## src/efb_pkg.sv

```systemverilog
package efb_pkg;

	// Register offsets
	localparam logic [7:0]  REG_IDT_BASE   = 8'h00;
	localparam logic [7:0]  REG_GDT_BASE   = 8'h08;
	localparam logic [7:0]  REG_TSS_BASE   = 8'h10;
	localparam logic [7:0]  REG_STATUS     = 8'h18;
	localparam logic [63:0] BASE_RESET     = 64'h0;

	// Gate and descriptor layout
	localparam logic [63:0] GATE_BYTES     = 64'h10;
	localparam logic [63:0] SLOT_BYTES     = 64'h8;
	localparam logic [63:0] ALIGN_MASK     = 64'hffff_ffff_ffff_fff0;
	localparam logic [3:0]  TYPE_INT64     = 4'he;
	localparam logic [3:0]  TYPE_TRAP64    = 4'hf;
	localparam logic [3:0]  TYPE_INT16     = 4'h6;
	localparam logic [3:0]  TYPE_TRAP16    = 4'h7;
	localparam int          CS_LONG_BIT    = 53;
	localparam int          CS_DSIZE_BIT   = 54;

	// Task-state block offsets
	localparam logic [63:0] TSS_RSP0_OFS   = 64'h4;
	localparam logic [63:0] TSS_ALT1_OFS   = 64'h24;

	// Error code bit positions
	localparam int          ERR_OUTSIDE    = 0;
	localparam int          ERR_VECTAB     = 1;
	localparam int          ERR_LOCAL      = 2;

	typedef enum logic [1:0] {SRC_EXC, SRC_PIN, SRC_LINT, SRC_SOFT} efb_src_e;
	typedef enum logic [1:0] {TAB_NONE, TAB_GDT, TAB_LDT, TAB_IDT} efb_tab_e;

	typedef struct packed {
		logic [7:0]  vector;
		efb_src_e    src;
		logic        outside;
		logic        has_err;
		efb_tab_e    err_tab;
		logic [12:0] err_index;
		logic [1:0]  cur_priv;
		logic [15:0] ss;
		logic [63:0] rsp;
		logic [63:0] flags;
		logic [15:0] cs;
		logic [63:0] instruction_pointer_64;
	} efb_entry_s;

	typedef struct packed {
		logic        mode64;
		logic        target64;
		logic [1:0]  priv;
		logic [15:0] ss;
		logic [63:0] rsp;
	} efb_ret_s;

	typedef struct packed {
		logic [63:0] instruction_pointer_64;
		logic [15:0] cs;
		logic [63:0] flags;
		logic [63:0] rsp;
		logic [15:0] ss;
		logic [1:0]  priv;
		logic        ss_desc_load;
	} efb_frame_s;

	function automatic logic efb_canon(input logic [63:0] a);
		return a[63:47] == {17{a[47]}};
	endfunction

endpackage

```

## src/efb_errcode.sv

```systemverilog
`timescale 1ns/1ps
module efb_errcode (
	input  wire efb_pkg::efb_tab_e tab,
	input  wire logic [12:0]       index,
	input  wire logic              outside,
	output logic [63:0]            code
);
	import efb_pkg::*;

	logic [15:0] low;

	always_comb begin
		low = 16'h0;
		if (tab != TAB_NONE) begin
			low[15:3]        = index;
			low[ERR_OUTSIDE] = outside;
			low[ERR_VECTAB]  = (tab == TAB_IDT);
			low[ERR_LOCAL]   = (tab == TAB_LDT);
		end
		// Unrelated or null segment leaves the low word clear
		code = {48'h0, low};
	end

endmodule

```

## src/efb_top.sv

```systemverilog
`timescale 1ns/1ps
module efb_top (
	input  wire logic               clock,
	input  wire logic               reset_n,
	input  wire logic [7:0]         reg_addr,
	input  wire logic [63:0]        reg_wdata,
	input  wire logic               reg_write,
	input  wire logic               reg_read,
	output logic [63:0]             reg_rdata,
	input  wire logic               ent_start,
	input  wire efb_pkg::efb_entry_s ent_info,
	input  wire logic               ret_start,
	input  wire efb_pkg::efb_ret_s  ret_info,
	output logic                    mem_req,
	output logic                    mem_we,
	output logic [63:0]             mem_addr,
	output logic [63:0]             mem_wdata,
	input  wire logic [63:0]        mem_rdata,
	input  wire logic               mem_ack,
	output logic                    busy,
	output logic                    done,
	output logic                    fault,
	output logic [63:0]             fault_code,
	output efb_pkg::efb_frame_s     frame
);
	import efb_pkg::*;

	typedef enum logic [2:0] {S_IDLE, S_GLO, S_GHI, S_CSD, S_STK, S_PUSH, S_POP, S_END} efb_state_e;

	efb_state_e  state_reg;
	logic [63:0] idt_base_reg;
	logic [63:0] gdt_base_reg;
	logic [63:0] tss_base_reg;
	logic [63:0] rdata_reg;
	logic        fault_seen_reg;
	efb_entry_s  ent_reg;
	efb_ret_s    ret_reg;
	logic        is_ret_reg;
	logic [63:0] gate_lo_reg;
	logic [63:0] tgt_rip_reg;
	logic [1:0]  new_priv_reg;
	logic        switch_reg;
	logic [2:0]  idx_reg;
	logic [2:0]  cnt_reg;
	logic [63:0] addr_reg;
	logic [63:0] wdata_reg;
	logic        done_reg;
	logic        fault_reg;
	logic [63:0] fault_code_reg;
	efb_frame_s  frame_reg;
	logic [63:0] pop_word [0:4];
	logic [63:0] push_word [0:5];
	logic [63:0] err_word;
	logic [63:0] top_next;
	logic [63:0] gate_rip;
	logic [2:0]  alt_idx;
	logic [3:0]  gate_type;
	logic [1:0]  cs_dpl;
	logic        err_push;
	logic        ss_null;

	efb_errcode u_err (
		.tab     (ent_reg.err_tab),
		.index   (ent_reg.err_index),
		.outside (ent_reg.outside),
		.code    (err_word)
	);

	assign mem_req    = (state_reg != S_IDLE) && (state_reg != S_END);
	assign mem_we     = (state_reg == S_PUSH);
	assign mem_addr   = addr_reg;
	assign mem_wdata  = wdata_reg;
	assign busy       = (state_reg != S_IDLE);
	assign done       = done_reg;
	assign fault      = fault_reg;
	assign fault_code = fault_code_reg;
	assign frame      = frame_reg;
	assign reg_rdata  = rdata_reg;

	assign gate_type = mem_rdata[43:40];
	assign alt_idx   = gate_lo_reg[34:32];
	assign gate_rip  = {mem_rdata[31:0], gate_lo_reg[63:48], gate_lo_reg[15:0]};
	assign cs_dpl    = mem_rdata[46:45];
	assign err_push  = ent_reg.has_err && (ent_reg.src == SRC_EXC);
	assign top_next  = ((state_reg == S_STK) ? mem_rdata : ent_reg.rsp) & ALIGN_MASK;
	assign ss_null   = (pop_word[4][15:2] == 14'h0);

	// Frame image, oldest item first, selectors and error code zero-extended
	always_comb begin
		push_word[0] = {48'h0, ent_reg.ss};
		push_word[1] = ent_reg.rsp;
		push_word[2] = ent_reg.flags;
		push_word[3] = {48'h0, ent_reg.cs};
		push_word[4] = ent_reg.instruction_pointer_64;
		push_word[5] = err_word;
	end

	////////////////////////////////////////////////////////////////////////////
	// Register port

	always_ff @(posedge clock or negedge reset_n) begin
		if (!reset_n) begin
			idt_base_reg <= BASE_RESET;
			gdt_base_reg <= BASE_RESET;
			tss_base_reg <= BASE_RESET;
		end else if (reg_write) begin
			case (reg_addr)
				REG_IDT_BASE: idt_base_reg <= reg_wdata;
				REG_GDT_BASE: gdt_base_reg <= reg_wdata;
				REG_TSS_BASE: tss_base_reg <= reg_wdata;
				default: ;
			endcase
		end
	end

	always_ff @(posedge clock or negedge reset_n) begin
		if (!reset_n) begin
			rdata_reg <= 64'h0;
		end else if (reg_read) begin
			case (reg_addr)
				REG_IDT_BASE: rdata_reg <= idt_base_reg;
				REG_GDT_BASE: rdata_reg <= gdt_base_reg;
				REG_TSS_BASE: rdata_reg <= tss_base_reg;
				REG_STATUS:   rdata_reg <= {fault_code_reg[55:0], 6'h0, fault_seen_reg, busy};
				default:      rdata_reg <= 64'h0;
			endcase
		end else begin
			rdata_reg <= 64'h0;
		end
	end

	// Sticky fault flag, cleared when the next operation starts
	always_ff @(posedge clock or negedge reset_n) begin
		if (!reset_n) begin
			fault_seen_reg <= 1'b0;
		end else if (fault_reg) begin
			fault_seen_reg <= 1'b1;
		end else if (state_reg == S_IDLE && (ent_start || ret_start)) begin
			fault_seen_reg <= 1'b0;
		end
	end

	////////////////////////////////////////////////////////////////////////////
	// Sequencer

	always_ff @(posedge clock or negedge reset_n) begin
		if (!reset_n) begin
			state_reg      <= S_IDLE;
			ent_reg        <= '0;
			ret_reg        <= '0;
			is_ret_reg     <= 1'b0;
			gate_lo_reg    <= 64'h0;
			tgt_rip_reg    <= 64'h0;
			new_priv_reg   <= 2'h0;
			switch_reg     <= 1'b0;
			idx_reg        <= 3'h0;
			cnt_reg        <= 3'h0;
			addr_reg       <= 64'h0;
			wdata_reg      <= 64'h0;
			done_reg       <= 1'b0;
			fault_reg      <= 1'b0;
			fault_code_reg <= 64'h0;
			frame_reg      <= '0;
			for (int i = 0; i < 5; i++) begin
				pop_word[i] <= 64'h0;
			end
		end else begin
			done_reg  <= 1'b0;
			fault_reg <= 1'b0;
			case (state_reg)
				S_IDLE: begin
					if (ent_start) begin
						ent_reg    <= ent_info;
						is_ret_reg <= 1'b0;
						addr_reg   <= idt_base_reg + 64'(ent_info.vector) * GATE_BYTES;
						state_reg  <= S_GLO;
					end else if (ret_start) begin
						ret_reg    <= ret_info;
						is_ret_reg <= 1'b1;
						idx_reg    <= 3'h0;
						cnt_reg    <= 3'd3;
						addr_reg   <= ret_info.rsp;
						state_reg  <= S_POP;
					end
				end
				S_GLO: begin
					if (mem_ack) begin
						gate_lo_reg <= mem_rdata;
						if (gate_type == TYPE_INT64 || gate_type == TYPE_TRAP64) begin
							addr_reg  <= addr_reg + SLOT_BYTES;
							state_reg <= S_GHI;
						end else begin
							// 16-bit and any other type fault with zero code
							fault_reg      <= 1'b1;
							fault_code_reg <= 64'h0;
							state_reg      <= S_IDLE;
						end
					end
				end
				S_GHI: begin
					if (mem_ack) begin
						if (!efb_canon(gate_rip)) begin
							fault_reg      <= 1'b1;
							fault_code_reg <= 64'h0;
							state_reg      <= S_IDLE;
						end else begin
							tgt_rip_reg <= gate_rip;
							addr_reg    <= gdt_base_reg + {48'h0, gate_lo_reg[31:19], 3'h0};
							state_reg   <= S_CSD;
						end
					end
				end
				S_CSD: begin
					if (mem_ack) begin
						if (!mem_rdata[CS_LONG_BIT] || mem_rdata[CS_DSIZE_BIT]) begin
							fault_reg      <= 1'b1;
							fault_code_reg <= {56'h0, ent_reg.vector};
							state_reg      <= S_IDLE;
						end else begin
							new_priv_reg <= (cs_dpl < ent_reg.cur_priv) ? cs_dpl : ent_reg.cur_priv;
							if (alt_idx != 3'h0) begin
								switch_reg <= 1'b1;
								addr_reg   <= tss_base_reg + TSS_ALT1_OFS + {58'h0, alt_idx - 3'd1, 3'h0};
								state_reg  <= S_STK;
							end else if (cs_dpl < ent_reg.cur_priv) begin
								switch_reg <= 1'b1;
								addr_reg   <= tss_base_reg + TSS_RSP0_OFS + {59'h0, cs_dpl, 3'h0};
								state_reg  <= S_STK;
							end else begin
								switch_reg <= 1'b0;
								idx_reg    <= 3'h0;
								cnt_reg    <= err_push ? 3'd6 : 3'd5;
								addr_reg   <= top_next - SLOT_BYTES;
								wdata_reg  <= push_word[0];
								state_reg  <= S_PUSH;
							end
						end
					end
				end
				S_STK: begin
					if (mem_ack) begin
						// Only the pointer is fetched; no selector comes from the block
						idx_reg   <= 3'h0;
						cnt_reg   <= err_push ? 3'd6 : 3'd5;
						addr_reg  <= top_next - SLOT_BYTES;
						wdata_reg <= push_word[0];
						state_reg <= S_PUSH;
					end
				end
				S_PUSH: begin
					if (mem_ack) begin
						if (idx_reg == cnt_reg - 3'd1) begin
							frame_reg.instruction_pointer_64          <= tgt_rip_reg;
							frame_reg.cs           <= gate_lo_reg[31:16];
							frame_reg.flags        <= ent_reg.flags;
							frame_reg.rsp          <= addr_reg;
							frame_reg.ss           <= switch_reg ? {14'h0, new_priv_reg} : ent_reg.ss;
							frame_reg.priv         <= new_priv_reg;
							frame_reg.ss_desc_load <= 1'b0;
							done_reg               <= 1'b1;
							state_reg              <= S_IDLE;
						end else begin
							idx_reg   <= idx_reg + 3'd1;
							addr_reg  <= addr_reg - SLOT_BYTES;
							wdata_reg <= push_word[idx_reg + 3'd1];
						end
					end
				end
				S_POP: begin
					if (mem_ack) begin
						pop_word[idx_reg] <= mem_rdata;
						if (idx_reg == 3'd1) begin
							cnt_reg <= (ret_reg.mode64 || mem_rdata[1:0] != ret_reg.priv) ? 3'd5 : 3'd3;
						end
						if (idx_reg >= 3'd2 && idx_reg == cnt_reg - 3'd1) begin
							state_reg <= S_END;
						end else begin
							idx_reg  <= idx_reg + 3'd1;
							addr_reg <= addr_reg + SLOT_BYTES;
						end
					end
				end
				S_END: begin
					state_reg <= S_IDLE;
					if (!efb_canon(pop_word[0]) ||
					    (cnt_reg == 3'd5 && ss_null && (!ret_reg.target64 || pop_word[1][1:0] == 2'd3))) begin
						fault_reg      <= 1'b1;
						fault_code_reg <= 64'h0;
					end else begin
						// The error code slot lies below the saved pointer and is never read
						frame_reg.instruction_pointer_64          <= pop_word[0];
						frame_reg.cs           <= pop_word[1][15:0];
						frame_reg.flags        <= pop_word[2];
						frame_reg.rsp          <= (cnt_reg == 3'd5) ? pop_word[3] : addr_reg + SLOT_BYTES;
						frame_reg.ss           <= (cnt_reg == 3'd5) ? pop_word[4][15:0] : ret_reg.ss;
						frame_reg.priv         <= pop_word[1][1:0];
						frame_reg.ss_desc_load <= (cnt_reg == 3'd5) && !ss_null;
						done_reg               <= 1'b1;
					end
				end
				default: state_reg <= S_IDLE;
			endcase
		end
	end

	////////////////////////////////////////////////////////////////////////////
	// Checks

	a_gate_index: assert property (@(posedge clock) disable iff (!reset_n)
		(state_reg == S_IDLE && ent_start) |=> (mem_addr == idt_base_reg + {52'h0, ent_reg.vector, 4'h0}))
		else $error("gate address is not vector times sixteen");

	a_gp_small_gate: assert property (@(posedge clock) disable iff (!reset_n)
		(state_reg == S_GLO && mem_ack && (gate_type == TYPE_INT16 || gate_type == TYPE_TRAP16))
		|=> (fault && fault_code == 64'h0 && state_reg == S_IDLE))
		else $error("16-bit gate did not fault with zero code");

	a_gp_canon_rip: assert property (@(posedge clock) disable iff (!reset_n)
		(state_reg == S_GHI && mem_ack && (gate_rip[63:47] != {17{gate_rip[47]}})) |=> fault)
		else $error("non-canonical target accepted");

	a_cs_long_check: assert property (@(posedge clock) disable iff (!reset_n)
		(state_reg == S_CSD && mem_ack && !(mem_rdata[53] && !mem_rdata[54]))
		|=> (fault && fault_code[7:0] == ent_reg.vector && fault_code[63:8] == 56'h0))
		else $error("bad code segment fault missing or wrong code");

	a_alt_stack_addr: assert property (@(posedge clock) disable iff (!reset_n)
		(state_reg == S_CSD && mem_ack && alt_idx != 3'h0 && mem_rdata[53] && !mem_rdata[54])
		|=> (state_reg == S_STK && mem_addr == tss_base_reg + 64'h24 + 64'(alt_idx - 3'd1) * 64'h8))
		else $error("alternate stack pointer fetched from wrong slot");

	a_no_err_pins: assert property (@(posedge clock) disable iff (!reset_n)
		(state_reg == S_PUSH && ent_reg.src != SRC_EXC) |-> (cnt_reg == 3'd5))
		else $error("error code pushed for pin or software event");

	a_frame_align: assert property (@(posedge clock) disable iff (!reset_n)
		(done && !is_ret_reg) |-> (frame.rsp[3:0] == ((cnt_reg == 3'd6) ? 4'h0 : 4'h8)))
		else $error("frame not on a 16-byte boundary");

	a_push_ss_first: assert property (@(posedge clock) disable iff (!reset_n)
		($rose(state_reg == S_PUSH)) |-> (mem_we && mem_wdata == {48'h0, ent_reg.ss}))
		else $error("old stack selector not pushed first");

	a_null_ss_switch: assert property (@(posedge clock) disable iff (!reset_n)
		(done && !is_ret_reg && switch_reg) |-> (frame.ss == {14'h0, frame.priv}))
		else $error("switched stack selector not null with new privilege");

	a_ret_pop_count: assert property (@(posedge clock) disable iff (!reset_n)
		(state_reg == S_END && ret_reg.mode64) |-> (cnt_reg == 3'd5))
		else $error("64-bit return did not pop stack pointer and selector");

endmodule

```

## config.mk

```make
export PLATFORM = sky130hd
export DESIGN_NAME = efb_top
export DESIGN_NICKNAME = d
export VERILOG_FILES = /design/src/efb_pkg.sv /design/src/efb_errcode.sv /design/src/efb_top.sv
export SDC_FILE = /design/constraint.sdc
export NUM_CORES = 2
export LEC_CHECK = 0
export BUFFER_PORTS_ARGS = -buffer_cell sky130_fd_sc_hd__clkbuf_2
export CAP_MARGIN = 20
export CORE_ASPECT_RATIO = 0.5
export CORE_MARGIN = 3
export CORE_UTILIZATION = 25
export CTS_CLUSTER_SIZE = 12
export DETAILED_ROUTE_END_ITERATION = 8
export RECOVER_POWER = 25
export SLEW_MARGIN = 10
export SYNTH_ARGS = -nofsm -noshare
export SYNTH_HDL_FRONTEND = slang
export SYNTH_SLANG_ARGS = --single-unit
export TNS_END_PERCENT = 5
```

## constraint.sdc

```tcl
create_clock -name clock -period 6.55 [get_ports clock]
set_input_delay 0.3275 -clock clock [delete_from_list [all_inputs] [get_ports clock]]
set_output_delay 0.3275 -clock clock [all_outputs]
set_load 0.05 [all_outputs]
```

======== Word-level counts from Yosys, hierarchy flattened ========
Cells that the tools add are included.
word-level totals
  register bits ........................... 1411
  input bits .............................. 480
operators by class
  add/sub/neg operators ................... 12
  magnitude comparators ................... 5
  equality and inequality tests ........... 46
  multiplexer cells ....................... 106
  bitwise gates (word level) .............. 4
  reduce and logical (&&, ||, !) cells .... 48
operators with widths
  cell                                                                   count
  64-bit two-way mux                                                     35
  227-bit two-way mux                                                    3
  64-bit case mux with 4 select lines                                    2
  227-bit case mux with 2 select lines                                   1
  64-bit case mux with 7 select lines                                    1
  320-bit bitwise mux                                                    1
  64-bit binary-select mux with 3-bit select                             1
  64-bit demux with 3-bit select                                         1
  64-bit case mux with 3 select lines                                    1
  64-bit by 4-bit subtractor with 64-bit output (second input constant)  2
  3-bit two-way mux                                                      32
  64-bit by 12-bit adder with 64-bit output                              1
  64-bit by 16-bit adder with 64-bit output                              1
  64-bit by 3-bit adder with 64-bit output (second input constant)       1
  64-bit by 4-bit adder with 64-bit output (second input constant)       1
  64-bit by 5-bit adder with 64-bit output                               1
  64-bit by 6-bit adder with 64-bit output                               1
  64-bit by 6-bit adder with 64-bit output (second input constant)       1
  16-bit two-way mux                                                     3
  2-bit inequality test (second input constant)                          21
  16-bit == test                                                         2
  3-bit case mux with 8 select lines                                     1
  8-bit by 5-bit == test with 1-bit output (second input constant)       2
  1-bit two-way mux                                                      16
  other kinds (43)                                                       89

======== Logic depth before layout (Yosys ltp) ========
  depth in word-level cells ............... 8
  mapped depth ............................ 18

======== Modules after synthesis ========
A second synthesis with hierarchy kept.
unflattened totals
  cells, all modules ...................... 7238
  area, all modules ....................... 68559.5 sq um
modules (own cells, without submodules)
  module       times used  cells an instance  area an instance (sq um)  seq. area each (sq um)
  efb_top      1           7171               68055.3                   31179.9
  efb_errcode  1           67                 504.2                     0.0

======== Least setup slack after synthesis ========
OpenSTA, ideal clock, no wires.
  kind .................................... register -> register
  from .................................... register state_reg[2]
  to ...................................... register addr_reg[58], in the netlist mem_addr[58]
  arrival time ............................ 4.488 ns
  data required time ...................... 6.407 ns
  setup slack ............................. 1.919 ns
  stages on the path, launching flop included .. 19
  path buffers ............................ 8
  period minus slack after synthesis ...... 4.631 ns
  cells stage by stage .................... dfrtp_1 buf_4 or3b_4 buf_6 clkbuf_1 buf_1 clkbuf_1 clkbuf_1 mux2i_1 ha_1 clkbuf_1 o21a_1 and3_1 buf_4 nand4_2 or4_4 xnor2_1 a2111oi_0 a31oi_1
on the way
  cells in the longest elaborated chain, start to end .. 8
  elaborated cells between the ends (all ways) .. 29
RTL lines
  element                                        RTL line                        text
  start, declared                                efb_top.sv:30                   efb_state_e state_reg;
  start signal, assigned                         efb_top.sv:148                  state_reg <= S_IDLE;
  start signal, assigned                         efb_top.sv:176                  state_reg <= S_GLO;
  start signal, assigned                         efb_top.sv:183                  state_reg <= S_POP;
  3-bit == test                                  efb_top.sv:85, efb_top.sv:170
  64-bit two-way mux                             efb_top.sv:85                   assign top_next = ((state_reg == S_STK) ? mem_rdata : ent_reg.rsp) & ALIGN_MASK;
  64-bit by 4-bit subtractor with 64-bit output  efb_top.sv:233, efb_top.sv:245
  64-bit two-way mux                             efb_top.sv:225                  end else if (cs_dpl < ent_reg.cur_priv) begin
  64-bit two-way mux                             efb_top.sv:221                  if (alt_idx != 3'h0) begin
  64-bit two-way mux                             efb_top.sv:215                  if (!mem_rdata[CS_LONG_BIT] || mem_rdata[CS_DSIZE_BIT]) begin
  64-bit two-way mux                             efb_top.sv:214                  if (mem_ack) begin
  64-bit case mux with 7 select lines            efb_top.sv:170                  case (state_reg)
  end signal, assigned                           efb_top.sv:175                  addr_reg <= idt_base_reg + 64'(ent_info.vector) * GATE_BYTES;
  end signal, assigned                           efb_top.sv:223                  addr_reg <= tss_base_reg + TSS_ALT1_OFS + {58'h0, alt_idx - 3'd1, 3'h0};
  end signal, assigned                           efb_top.sv:227                  addr_reg <= tss_base_reg + TSS_RSP0_OFS + {59'h0, cs_dpl, 3'h0};
  end, declared                                  efb_top.sv:45                   logic [63:0] addr_reg;
Several ways; a longest one is shown, not always the timed one. The select of a mux whose other input is x is not followed.
A chain may end at the register's enable or synchronous reset.

======== Final worst setup path ========
  from .................................... input reg_addr[3]
  to ...................................... register gdt_base_reg[56]
on the way
  cells in the longest elaborated chain, start to end .. 2
RTL lines
  element                                   RTL line        text
  start, declared                           efb_top.sv:5    input wire logic [7:0] reg_addr,
  8-bit by 4-bit == test with 1-bit output  efb_top.sv:107  case (reg_addr)
  2-bit AND reduction (no line)             n/a
  end signal, assigned                      efb_top.sv:109  REG_GDT_BASE: gdt_base_reg <= reg_wdata;
  end, declared                             efb_top.sv:32   logic [63:0] gdt_base_reg;
No other way between the ends.

==> impl_metrics.py <==
metrics = {
    "cts": {
        "cts_num_sinks": 1246,
        "clock_latency_ns": 0.82,
        "tritoncts_clock_tree": "built",
        "htree_num_levels": 4,
        "cts.reportedPaths.clkPinSlew_ns": 0.06,
        "clock_tree.buffer_depth": 3,
        "post_cts_hold_buffer_count": 346,
        "buffers_inserted_by_post_cts_timing_repair": 0,
        "tritoncts.num_buffers": 134,
        "clock_tree_root_buffer_cell": "sky130_fd_sc_hd__clkbuf_16",
        "post_cts.resized_instances": 0,
    },
    "timing": {
        "max_freq_mhz": 189,
        "holdWs_ns": 0.0499,
        "setup_viol": 0,
        "hold_viol_final": 0,
        "timing.slew.headroom_pct": -178,
        "fin_crit_ns": 5.30,
        "tns_ns": 0,
        "slew_viol_final": 309,
        "grt_setup_unrepaired": "no",
        "post-route-worst-setup-slack_ns": 1.25,
        "worst_pin_slew_ns": 4.17,
        "clock_skew_ns": 0.0633,
        "fin_crit_sh_pct": 80.9,
    },
    "cells_and_area": {
        "finalInstanceArea_um2": 82800,
        "syn2layout_area_growth_pct": 24.1,
        "fillerInstances": 27408,
        "final_core_util_pct": 31.3,
        "fin_cells": 11413,
        "layout-drive-gt1-share_pct": 27.2,
        "total_nets_final": 8299,
        "largest_register_ffs": 253,
        "final_common_cell": "sky130_fd_sc_hd__dfrtp_1",
        "mostFrequentLayoutCells": "sky130_fd_sc_hd__dfrtp_1, sky130_fd_sc_hd__clkbuf_2, sky130_fd_sc_hd__mux2_2, sky130_fd_sc_hd__nand2_1, sky130_fd_sc_hd__nor2_1",
    },
    "route": {
        "drt_first_iter_violations": 9263,
        "via_count_of_the_routed_design": 64670,
        "finalWirelength_mm": 379,
        "drt_first_pass_iters": 9,
        "detail_route.wl_per_cell_um": 33.2,
        "drc": 0,
        "drt.antenna.violating_nets": 0,
        "avg_vias_per_cell": 5.67,
    },
    "logic_synthesis": {
        "ys_seq_elements": 1246,
        "yosysSeqAreaShare_pct": 46.7,
        "synth-compound-area-share_pct": 14.6,
        "synth_area_um2": 66700,
        "synth-edff-count": 0,
        "post_synth_xor_area_fraction_pct": 3.79,
        "synth.yosys.warnings": 0,
        "syn-mean-instance-area_um2": 9.84,
        "synth.lib_cells_used.distinct": 97,
        "synth-simple-area-share_pct": 14.5,
        "async_flop_share_pct": 100,
        "synth_ff_type": "sky130_fd_sc_hd__dfrtp_1",
        "synth.mux.area_fraction_pct": 15.2,
        "postSynthCellCount": 6777,
        "dominant_combinational_cell_family_by_area_after_synthesis": "multiplexers",
        "synthAdderAreaFrac_pct": 0.889,
    },
    "global_route": {
        "first_global_vias": 60285,
        "grt_pass1_wl_mm": 508,
        "overflow": 0,
        "antenna_found_initial": 82,
        "grt_start_max_net_pins": 151,
        "globalRouteTotalUtil_pct": 26.5,
    },
    "floorplanning": {
        "floorplan.die.height_um": 371,
        "initial_core_util_pct": 25.3,
        "i_o_pin_total": 968,
        "die_area_um2": 273000,
        "design.core.area_um2": 264000,
        "rows": 133,
        "floorplan.die.width_um": 737,
    },
    "pwr": {
        "cellPowerDensity_nw_per_um2": 475,
        "total_power_mw": 39.3,
        "worst_supply_voltage_drop_on_vdd_mv": 0.303,
        "static-leakage-power_nw": 36.2,
    },
    "placement": {
        "number_of_placed_cells_counting_well_taps": 10798,
        "detailedPlacementHpwl_mm": 289,
        "place.port_buffers": 911,
        "place_congestion": 1.08,
        "post_placement_setup_slack_ns": 1.85,
        "standard_cell_area_after_detailed_placement_um2": 74900,
    },
    "critical_path": {
        "critical_path_arrival_ns": 5.95,
        "rrSetupSlack_ns": 1.52,
        "endpoint_required_time_on_the_critical_path_ns": 7.20,
        "crit_type": "input port to register",
        "crit-reg2reg-capture": "mem_addr[46]$_DFFE_PN0P_",
        "worstSetupStartpointType": "input port",
        "worst_setup_ep_type": "register",
        "path_max_fanout": 64,
        "worst_r2r_startpoint": "state_reg[1]$_DFFE_PN0P_",
        "worst-r2r-cell-count": 9,
    },
    "status": {
        "failed_checks": "max-capacitance violations, max-slew violations",
        "outcome": "finished with violations",
    },
    "job": {
        "timing.max_cap.violations": 7,
    },
    "worst_hold_path": {
        "worstHoldStart": "ret_info[22]",
        "hold_end": "mem_addr[22]$_DFFE_PN0P_",
        "whs_path_depth": 3,
        "hold_path_class": "input port to register",
    },
}
==> kinds of logic (layout without fill, tap and decap cells) <==
logic type / count (synthesis) / after routing
multiplexers: 909 / 909
XOR/XNOR: 286 / 286
flip-flops: 1246 / 1246
adder cells (fa/ha/maj): 45 / 45
buffers and inverters: 679 / 1700
AND/OR/NAND/NOR: 2092 / 2092
AO/OA/AOI/OAI: 1519 / 1519
other: 1 / 106
==> power by group <==
group          switching [mW]  internal, mW  leakage [nW]
logic                    13.1          5.30          18.1
registers                3.19          10.1          16.1
clock network            3.49          4.20          2.08
==> final cells by class <==
cell class	instances	area (um2)	share of cell area, %
diodes	50	125	0.151
clock inverters	29	549	0.663
inverters	69	267	0.322
repair buffers	1416	9340	11.3
clock buffers	186	3770	4.55
well taps	3510	4390	5.30
flip-flops and latches	1246	31200	37.7
multi-input cells	4907	33200	40.1
==> metal layers <==
| metal | global-route usage [%] | routed length [um] | share of wire [%] |
|---|---|---|---|
| met5 | 0.335 | 271 | 0.071 |
| met4 | 18.1 | 31400 | 8.3 |
| met3 | 7.65 | 39600 | 10 |
| met2 | 39.1 | 160000 | 42 |
| met1 | 33.5 | 147000 | 39 |
==> Yosys cell counts (66+ instances only) <==
| cell | count | share of area (%) |
|---|---|---|
| sky130_fd_sc_hd__a21oi_1 | 330 | 2.5 |
| sky130_fd_sc_hd__a22oi_1 | 100 | 1.1 |
| sky130_fd_sc_hd__a31oi_1 | 230 | 2.2 |
| sky130_fd_sc_hd__clkbuf_1 | 478 | 2.7 |
| sky130_fd_sc_hd__dfrtp_1 | 1246 | 47 |
| sky130_fd_sc_hd__inv_1 | 66 | 0.37 |
| sky130_fd_sc_hd__mux2_2 | 794 | 13 |
| sky130_fd_sc_hd__mux2i_1 | 111 | 1.7 |
| sky130_fd_sc_hd__nand2_1 | 716 | 4.0 |
| sky130_fd_sc_hd__nand3_1 | 144 | 1.1 |
| sky130_fd_sc_hd__nand4_1 | 83 | 0.78 |
| sky130_fd_sc_hd__nor2_1 | 639 | 3.6 |
| sky130_fd_sc_hd__nor3_1 | 135 | 1.0 |
| sky130_fd_sc_hd__nor4_1 | 72 | 0.68 |
| sky130_fd_sc_hd__o21ai_0 | 337 | 2.5 |
| sky130_fd_sc_hd__o22ai_1 | 96 | 0.90 |
| sky130_fd_sc_hd__xnor2_1 | 151 | 2.0 |
| sky130_fd_sc_hd__xor2_1 | 133 | 1.7 |
==> critical path, stage by stage <==
cell	delay [ns]
sky130_fd_sc_hd__clkbuf_2	0.36
sky130_fd_sc_hd__clkbuf_1	2.80
sky130_fd_sc_hd__nor2b_4	0.54
sky130_fd_sc_hd__buf_4	0.66
sky130_fd_sc_hd__nand3_2	0.12
sky130_fd_sc_hd__buf_4	0.48
sky130_fd_sc_hd__mux2_2	0.43
==> worst max-delay path by stage <==
stage,slack (ns),endpoint,start,depth (start not counted)
after global placement,1.51,mem_addr[48]$_DFFE_PN0P_,state_reg[1]$_DFFE_PN0P_,9
after global routing,1.06,cnt_reg[2]$_DFFE_PN0P_,reset_n,4
after floorplan,1.92,mem_addr[58]$_DFFE_PN0P_,state_reg[2]$_DFFE_PN0P_,18
final,1.25,gdt_base_reg[56]$_DFFE_PN0P_,reg_addr[3],7
after detailed placement,1.85,mem_addr[46]$_DFFE_PN0P_,state_reg[1]$_DFFE_PN0P_,9
after CTS,1.84,mem_addr[46]$_DFFE_PN0P_,state_reg[1]$_DFFE_PN0P_,9
Note: power is estimated with default switching activity, not from simulation.
